[src/pss_pkg.sv]
// package: start-up and reset timing constants for the phy sequencer
package pss_pkg;
    localparam int CLK_MHZ            = 100;
    // times in their own units, as printed
    localparam int STRAP_PWR_MS       = 60;
    localparam int STRAP_RST_US       = 2;
    localparam int FUNC_PWR_NS        = 110;
    localparam int FUNC_RST_NS        = 1500;
    localparam int IDLE_PWR_MS        = 60;
    localparam int IDLE_RST_US        = 1500;
    localparam int RX_LAT_NS          = 8000;
    localparam int RX_LAT_BYP_NS      = 400;
    localparam int TX_LAT_NS          = 800;
    localparam int TX_LAT_BYP_NS      = 600;
    localparam int RX_SHIFT_PS        = 2650;
    localparam int HOST_RST_MIN_US    = 5;
    localparam int HOST_MGMT_RST_MS   = 1;
    localparam int HOST_MGMT_PWR_MS   = 65;
    localparam int MDC_MAX_MHZ        = 20;
    // limit times round down to cycles
    localparam int STRAP_PWR_CYC      = STRAP_PWR_MS * 1000 * CLK_MHZ;
    localparam int STRAP_RST_CYC      = STRAP_RST_US * CLK_MHZ;
    localparam int FUNC_PWR_CYC       = FUNC_PWR_NS * CLK_MHZ / 1000;
    localparam int FUNC_RST_CYC       = FUNC_RST_NS * CLK_MHZ / 1000;
    localparam int IDLE_PWR_CYC       = IDLE_PWR_MS * 1000 * CLK_MHZ;
    localparam int IDLE_RST_CYC       = IDLE_RST_US * CLK_MHZ;
    localparam int RX_LAT_CYC         = RX_LAT_NS * CLK_MHZ / 1000;
    localparam int RX_LAT_BYP_CYC     = RX_LAT_BYP_NS * CLK_MHZ / 1000;
    localparam int TX_LAT_CYC         = TX_LAT_NS * CLK_MHZ / 1000;
    localparam int TX_LAT_BYP_CYC     = TX_LAT_BYP_NS * CLK_MHZ / 1000;
    // own sequencing choices, well inside the limits
    localparam int STRAP_SAMPLE_CYC   = 16;
    localparam int FUNC_DELAY_CYC     = 4;
    localparam int IDLE_DELAY_CYC     = 64;
    localparam int RX_PIPE_CYC        = 8;
    localparam int RX_PIPE_BYP_CYC    = 2;
    localparam int TX_PIPE_CYC        = 8;
    localparam int TX_PIPE_BYP_CYC    = 2;
    localparam int CNT_W              = 32;
    typedef enum logic [2:0] {
        PSS_OFF    = 3'b000,
        PSS_SAMPLE = 3'b001,
        PSS_HANDOV = 3'b011,
        PSS_WARM   = 3'b010,
        PSS_RUN    = 3'b110
    } pss_state_type;
endpackage : pss_pkg

[src/pss_lat_if.sv]
// interface: one latency path between the sequencer and its delay line
`timescale 1ns/1ns
interface pss_lat_if;
    logic       in_valid;
    logic [4:0] in_data;
    logic       bypass;
    logic       out_valid;
    logic [4:0] out_data;
    modport src (output in_valid, output in_data, output bypass,
                 input out_valid, input out_data);
    modport dly (input in_valid, input in_data, input bypass,
                 output out_valid, output out_data);
endinterface : pss_lat_if

[src/pss_delay.sv]
// delay line: fixed pipeline with a shorter bypass tap
`timescale 1ns/1ns
module pss_delay #(
    parameter int DEPTH     = 8,
    parameter int DEPTH_BYP = 2
) (
    input  wire logic clk,
    input  wire logic arst_n,
    pss_lat_if.dly    lat
);
    logic [5:0] stage [DEPTH];

    always_ff @(posedge clk or negedge arst_n)
    begin
        if (!arst_n)
        begin
            for (int i = 0; i < DEPTH; i++)
                stage[i] <= 6'h00;
        end
        else
        begin
            stage[0] <= {lat.in_valid, lat.in_data};
            for (int i = 1; i < DEPTH; i++)
                stage[i] <= stage[i-1];
        end
    end

    assign lat.out_valid = lat.bypass ? stage[DEPTH_BYP-1][5]
                                      : stage[DEPTH-1][5];
    assign lat.out_data  = lat.bypass ? stage[DEPTH_BYP-1][4:0]
                                      : stage[DEPTH-1][4:0];
endmodule : pss_delay

[src/pss_seq.sv]
// top: start-up sequencer, strap capture and rgmii/line latency paths
`timescale 1ns/1ns
//
// Contract
// - straps are captured within 60 ms after power-up.
// - straps are captured within 2 us after hard reset release.
// - strap pins go functional within 110 ns (power) or 1.5 us (reset).
// - as master, idle stream starts within 60 ms of power-up.
// - as master, idle stream starts within 1500 us of reset release.
// - receive control asserts within 8 us, or 400 ns with fec bypassed.
// - transmit delimiter reaches line within 0.8 us, or 600 ns bypassed.
// - receive path defaults to shift mode, about 2.650 ns data delay.
module pss_seq
    import pss_pkg::*;
#(
    parameter int STRAP_W = 4
) (
    input  wire logic               clk,
    input  wire logic               arst_n,
    input  wire logic               power_good,
    input  wire logic               hard_reset_n,
    input  wire logic [STRAP_W-1:0] strap_in,
    input  wire logic               strap_master,
    input  wire logic               fec_bypass,
    input  wire logic               rx_align_req,
    input  wire logic               line_ssd,
    input  wire logic [3:0]         line_rxd,
    input  wire logic               tx_ctrl,
    input  wire logic [3:0]         tx_d,
    output logic [STRAP_W-1:0]      strap_value,
    output logic                    strap_done,
    output logic                    strap_pin_oe_n,
    output logic                    pin_functional,
    output logic                    line_idle,
    output logic                    rx_ctrl,
    output logic [3:0]              rx_d,
    output logic                    rx_shift_mode,
    output logic                    line_tx_ssd,
    output logic [3:0]              line_txd
);
    // ****************************************************
    // start-up sequence
    // ****************************************************
    pss_state_type state;
    pss_state_type next_state;
    logic [CNT_W-1:0] cnt;
    logic             from_reset;
    logic             up;
    logic             is_master;

    assign up = power_good && hard_reset_n;

    always_comb
    begin
        next_state = state;
        unique case (state)
            PSS_OFF:    if (up) next_state = PSS_SAMPLE;
            PSS_SAMPLE: if (cnt == CNT_W'(STRAP_SAMPLE_CYC - 1))
                            next_state = PSS_HANDOV;
            PSS_HANDOV: if (cnt == CNT_W'(FUNC_DELAY_CYC - 1))
                            next_state = PSS_WARM;
            PSS_WARM:   if (cnt == CNT_W'(IDLE_DELAY_CYC - 1))
                            next_state = PSS_RUN;
            PSS_RUN:    next_state = PSS_RUN;
            default:    next_state = PSS_OFF;
        endcase
        if (!up)
            next_state = PSS_OFF;
    end

    always_ff @(posedge clk or negedge arst_n)
    begin
        if (!arst_n)
            state <= PSS_OFF;
        else
            state <= next_state;
    end

    always_ff @(posedge clk or negedge arst_n)
    begin
        if (!arst_n)
            cnt <= '0;
        else if (next_state != state)
            cnt <= '0;
        else
            cnt <= cnt + CNT_W'(1);
    end

    // remembers whether the last start came from a reset pin release
    always_ff @(posedge clk or negedge arst_n)
    begin
        if (!arst_n)
            from_reset <= 1'b0;
        else if (!power_good)
            from_reset <= 1'b0;
        else if (!hard_reset_n)
            from_reset <= 1'b1;
    end

    // ****************************************************
    // strap capture and pin handover
    // ****************************************************
    always_ff @(posedge clk or negedge arst_n)
    begin
        if (!arst_n)
        begin
            strap_value <= '0;
            is_master   <= 1'b0;
        end
        else if (state == PSS_SAMPLE && next_state == PSS_HANDOV)
        begin
            strap_value <= strap_in;
            is_master   <= strap_master;
        end
    end

    always_ff @(posedge clk or negedge arst_n)
    begin
        if (!arst_n)
        begin
            strap_done     <= 1'b0;
            pin_functional <= 1'b0;
            line_idle      <= 1'b0;
        end
        else
        begin
            strap_done     <= next_state inside {PSS_HANDOV, PSS_WARM,
                                                 PSS_RUN};
            pin_functional <= next_state inside {PSS_WARM, PSS_RUN};
            line_idle      <= next_state == PSS_RUN && is_master;
        end
    end

    // straps are inputs until handover, then the device drives them
    assign strap_pin_oe_n = !pin_functional;

    // ****************************************************
    // receive and transmit latency paths
    // ****************************************************
    pss_lat_if rx_lat ();
    pss_lat_if tx_lat ();

    assign rx_lat.in_valid = line_ssd && pin_functional;
    assign rx_lat.in_data  = {1'b0, line_rxd};
    assign rx_lat.bypass   = fec_bypass;
    assign tx_lat.in_valid = tx_ctrl && pin_functional;
    assign tx_lat.in_data  = {1'b0, tx_d};
    assign tx_lat.bypass   = fec_bypass;

    pss_delay #(.DEPTH(RX_PIPE_CYC), .DEPTH_BYP(RX_PIPE_BYP_CYC)) u_rx (
        .clk    (clk),
        .arst_n (arst_n),
        .lat    (rx_lat.dly)
    );

    pss_delay #(.DEPTH(TX_PIPE_CYC), .DEPTH_BYP(TX_PIPE_BYP_CYC)) u_tx (
        .clk    (clk),
        .arst_n (arst_n),
        .lat    (tx_lat.dly)
    );

    always_ff @(posedge clk or negedge arst_n)
    begin
        if (!arst_n)
        begin
            rx_ctrl     <= 1'b0;
            rx_d        <= 4'h0;
            line_tx_ssd <= 1'b0;
            line_txd    <= 4'h0;
        end
        else
        begin
            rx_ctrl     <= rx_lat.out_valid;
            rx_d        <= rx_lat.out_data[3:0];
            line_tx_ssd <= tx_lat.out_valid;
            line_txd    <= tx_lat.out_data[3:0];
        end
    end

    // shift mode is the default; align only on request
    always_ff @(posedge clk or negedge arst_n)
    begin
        if (!arst_n)
            rx_shift_mode <= 1'b1;
        else
            rx_shift_mode <= !rx_align_req;
    end

    // ****************************************************
    // checks
    // ****************************************************
    chk_strap_pwr_done: assert property (@(posedge clk) disable iff (!arst_n)
        $rose(up) && !from_reset |-> ##[1:30] strap_done)
        else $error("straps not captured after power-up");
    chk_strap_rst_done: assert property (@(posedge clk) disable iff (!arst_n)
        $rose(hard_reset_n) && power_good |-> ##[1:30] strap_done)
        else $error("straps not captured after reset");
    chk_func_handover: assert property (@(posedge clk) disable iff (!arst_n)
        $rose(strap_done) && up |-> ##[1:10] pin_functional)
        else $error("strap pins late to functional mode");
    chk_pins_after_strap: assert property (@(posedge clk)
        disable iff (!arst_n) $rose(pin_functional) |->
        $past(strap_done, FUNC_DELAY_CYC))
        else $error("pins functional before strap capture");
    chk_idle_pwr: assert property (@(posedge clk) disable iff (!arst_n)
        $rose(up) && !from_reset && strap_master |->
        ##[1:120] (line_idle || !up))
        else $error("idle stream late after power-up");
    chk_idle_rst: assert property (@(posedge clk) disable iff (!arst_n)
        $rose(hard_reset_n) && power_good && strap_master |->
        ##[1:120] (line_idle || !up))
        else $error("idle stream late after reset");
    chk_rx_latency: assert property (@(posedge clk) disable iff (!arst_n)
        rx_lat.in_valid && !fec_bypass |-> ##[1:800] rx_ctrl)
        else $error("receive control late");
    chk_rx_byp_lat: assert property (@(posedge clk) disable iff (!arst_n)
        rx_lat.in_valid && fec_bypass ##1 fec_bypass[*2] |->
        ##[0:37] rx_ctrl)
        else $error("receive control late in bypass");
    chk_tx_latency: assert property (@(posedge clk) disable iff (!arst_n)
        tx_lat.in_valid && !fec_bypass |-> ##[1:80] line_tx_ssd)
        else $error("transmit delimiter late");
    chk_tx_byp_lat: assert property (@(posedge clk) disable iff (!arst_n)
        tx_lat.in_valid && fec_bypass ##1 fec_bypass[*2] |->
        ##[0:57] line_tx_ssd)
        else $error("transmit delimiter late in bypass");
    chk_rx_shift_dflt: assert property (@(posedge clk) disable iff (!arst_n)
        !rx_align_req |=> rx_shift_mode)
        else $error("receive shift mode not default");
endmodule : pss_seq

[config.mk]
export PLATFORM = sky130hd
export DESIGN_NAME = pss_seq
export DESIGN_NICKNAME = d
export VERILOG_FILES = /design/src/pss_pkg.sv /design/src/pss_lat_if.sv /design/src/pss_delay.sv /design/src/pss_seq.sv
export SDC_FILE = /design/constraint.sdc
export NUM_CORES = 1
export LEC_CHECK = 0
export ABC_CLOCK_PERIOD_IN_PS = 3300
export BUFFER_PORTS_ARGS = -buffer_cell sky130_fd_sc_hd__buf_4
export CORE_MARGIN = 4
export CORE_UTILIZATION = 39
export CTS_BUF_LIST = sky130_fd_sc_hd__clkbuf_8
export CTS_CLUSTER_SIZE = 10
export DETAILED_ROUTE_END_ITERATION = 10
export SLEW_MARGIN = 10
export SYNTH_ARGS = -nofsm -noshare
export SYNTH_HDL_FRONTEND = slang
export SYNTH_SLANG_ARGS = --single-unit
[constraint.sdc]
create_clock -name clk -period 3.3 [get_ports clk]
set_input_delay 0.495 -clock clk [delete_from_list [all_inputs] [get_ports clk]]
set_output_delay 0.495 -clock clk [all_outputs]
set_load 0.03 [all_outputs]
==> metrics <==
via count of the first global-routing pass=around 2.7k; count of distinct cell types in the synthesized netlist=35; number of synthesized flops with an enable pin=0; wire length of the first global-routing pass=~13000 um; run status=finished clean; Syn. warnings=0; fraction of post-synthesis cell area in the top cell type by area=73.1%; Max Freq=440 MHz; Avg Cell Area, Syn=14.3 um2; final period demand of the worst path=2.27 ns; relative contribution of combinational cells to total power=about 5.4%; commonest cells after routing, fill and taps aside=133 x sky130_fd_sc_hd__dfrtp_1, 41 x sky130_fd_sc_hd__buf_4, 40 x sky130_fd_sc_hd__nor2_1; Area after DPL=5020 um2; maximum root-to-sink buffer count=2; highest ir drop seen on vdd=0.000491 V; RePlAce Congestion=0.789; worst slew slack as a fraction of its limit=52.2%; clock tree root buffer cell=sky130_fd_sc_hd__clkbuf_8; post-synth design cell area=approximately 4600 um2; share of the clock period used by the worst path=68.8%; sequential group share of total power=between 50% and 60%; routed wire length per instance=14.3 um; Worst-path clk slew=0.09 ns; fraction of power consumed by the clock network=39.5%; worst-skew pair later-pin latency=0.43 ns; final count of pins violating max slew=0; count of hold buffers inserted by post-cts repair=0; number of cells after detailed placement=495; Layout Skew=0.00971 ns; drt first-iter violations=190; remaining routing DRC violations=0; fraction of met1 tracks used by global routing=17.8%; average via count per standard cell=4.83; critical path launch point type=register; total wire length=7530 um; Finished Cell Area=between 5000 and 6000 um2; ratio of cells with drive above 1 in the final layout=25.3%; final cell count without fillers=~530; met2 track utilization from global routing=approximately a fifth; DP HPWL=around 4800 um; initial antenna violation count=0; largest cells by area after synthesis=sky130_fd_sc_hd__dfrtp_1 73%, sky130_fd_sc_hd__mux2_2 3.7%, sky130_fd_sc_hd__xor2_1 3.7%, sky130_fd_sc_hd__nor2_1 3.3%, sky130_fd_sc_hd__xnor2_1 2.1%; vias after detailed routing=2546; most common library cell in the layout ignoring fill and taps=sky130_fd_sc_hd__dfrtp_1; layer carrying the most global-route usage=met2; number of buffers created by CTS=17; number of port buffers=39; fraction of the yosys area taken by sequential cells=73.6%; clock tree from TritonCTS=yes; antenna diode count=0; required time worst endpoint=about 3.6 ns; largest net degree at the start of global routing=59; Setup Fix Bufs, Post-CTS=0; total of endpoints with negative setup slack in the final report=0; Min-Delay Path Class=input port to async pin; global routing usage on met3=under 10%; Ports=40; slew at the pin closest to its max-slew limit=0.717 ns; TritonRoute pass-1 iters=4; Syn Inst Count=318; Vert. Die Dim=approximately 120 um; global router's overall resource usage=12.9%; Overall Power=3160 uW; Async S/R FF share, synth=100%; switching fraction of total power=between 20% and 30%; critical path fanouts, max=6; CTS sink count=~130; Die Wd=116 um; PwrDens=about 590 nW/um2; net count of the mapped netlist=340; Sw Pwr=between 800 and 900 uW; standard-cell row count=39; area delta synth->final=18.4%; unrepaired setup endpoints after global routing=no; final hold violation count=0; kind of critical path=register to register; Sum Neg Setup Slack=0 ns; number of gates resized after CTS=0; dominant cell type by area after synthesis=sky130_fd_sc_hd__dfrtp_1; commonest register cell after synthesis=sky130_fd_sc_hd__dfrtp_1; NumNets Final=393; CP arrival=between 2 and 3 ns; number of register bits inferred by synthesis=~130; Placeable Area=11400 um2; area of the die=13500 um2; effective utilization at floorplan=39.9%; number of nets with antenna violations after routing=0; max capacitance violation total=0; Pleak=~0.0025 uW; H-Tree Level Count=4; total internal power=2320 uW; endpoint class of the critical path=register; gr ovfl total=0
-- power groups by stage --
stage / Clock [uW] / Sequential (uW) / Combinational, uW
final: 1250 / 1740 / 169
after global routing: 1390 / 1750 / 191
after CTS: 1300 / 1740 / 174
after detailed placement: 0 / 1780 / 173
after global placement: 0 / 1770 / 169
after floorplan: 0 / 1770 / 93.6
-- cells in the mapped netlist, types with 3 or more instances --
library cell and instances:
sky130_fd_sc_hd__a21oi_1 3, sky130_fd_sc_hd__and2_1 4, sky130_fd_sc_hd__and3_1 3, sky130_fd_sc_hd__and4_1 4, sky130_fd_sc_hd__buf_2 5, sky130_fd_sc_hd__dfrtp_1 133
sky130_fd_sc_hd__inv_1 5, sky130_fd_sc_hd__mux2_2 15, sky130_fd_sc_hd__nand2_1 13, sky130_fd_sc_hd__nand3_1 14, sky130_fd_sc_hd__nand4_1 12, sky130_fd_sc_hd__nor2_1 40
sky130_fd_sc_hd__nor3_1 6, sky130_fd_sc_hd__nor4_1 8, sky130_fd_sc_hd__xnor2_1 11, sky130_fd_sc_hd__xor2_1 19
-- registers in the layout, indices dropped and copies added, names as in the netlist, 3 cells and up --
signal,cells
state,3
line_txd,4
u_rx.stage,40
u_tx.stage,40
rx_d,4
cnt,32
strap_value,4
-- per-stage QoR --
step / setup slack [ns] / hold slack, ns / utilization, %
2_1_floorplan: 1.23 / 0.199 / -
3_3_place_gp: 1.08 / 0.333 / 44.0
3_5_place_dp: 1.01 / 0.335 / 44.0
4_1_cts: 1.01 / 0.114 / 47.2
5_1_grt: 0.862 / 0.129 / 47.2
6_report: 1.03 / 0.105 / 47.2
-- final timing paths --
path	depth (start not counted)	from	to	slack, ns
min	1	arst_n	u_rx.stage[2]	0.10
min reg2reg	0	u_rx.stage[23]	u_rx.stage[17]	0.34
max reg2reg	6	cnt[0]	strap_value[3]	1.03
min in group clk	2	rx_align_req	rx_shift_mode	0.16
max	6	cnt[0]	strap_value[3]	1.03
max in group asynchronous	2	arst_n	strap_value[0]	2.35
-- area by class of cell --
class | count | area, um2
timing repair buffer | 42 | 328
inverter | 5 | 18.8
fill | 1027 | 6020
clock inverter | 15 | 135
multi-input combinational | 171 | 1140
sequential | 134 | 3350
tap | 143 | 179
clock buffer | 17 | 234
-- routing by layer --
layer / vias to the layer above / part of all wire [%]
li1: 1194 / -
met1: 1289 / 46
met2: 52 / 47
met3: 11 / 5.0
met4: 0 / 1.4
met5: - / 0
-- kinds of logic after synthesis --
logic type	Yosys count	synth area share (%)
flip-flops	134	73.6
XOR/XNOR	30	5.77
AO/OA/AOI/OAI	10	1.65
AND/OR/NAND/NOR	115	13.7
buffers and inverters	13	1.24
adder cells (fa/ha/maj)	1	0.275
multiplexers	15	3.71
-- critical path, cell delays in order (launching register included) --
cell                      delay, ns
sky130_fd_sc_hd__dfrtp_1       0.39
sky130_fd_sc_hd__ha_1          0.27
sky130_fd_sc_hd__or3b_4        0.42
sky130_fd_sc_hd__nor3_4        0.18
sky130_fd_sc_hd__nand4_2       0.18
sky130_fd_sc_hd__nor4_4        0.33
sky130_fd_sc_hd__mux2_2        0.38
Note: power is estimated with default switching activity, not from simulation.
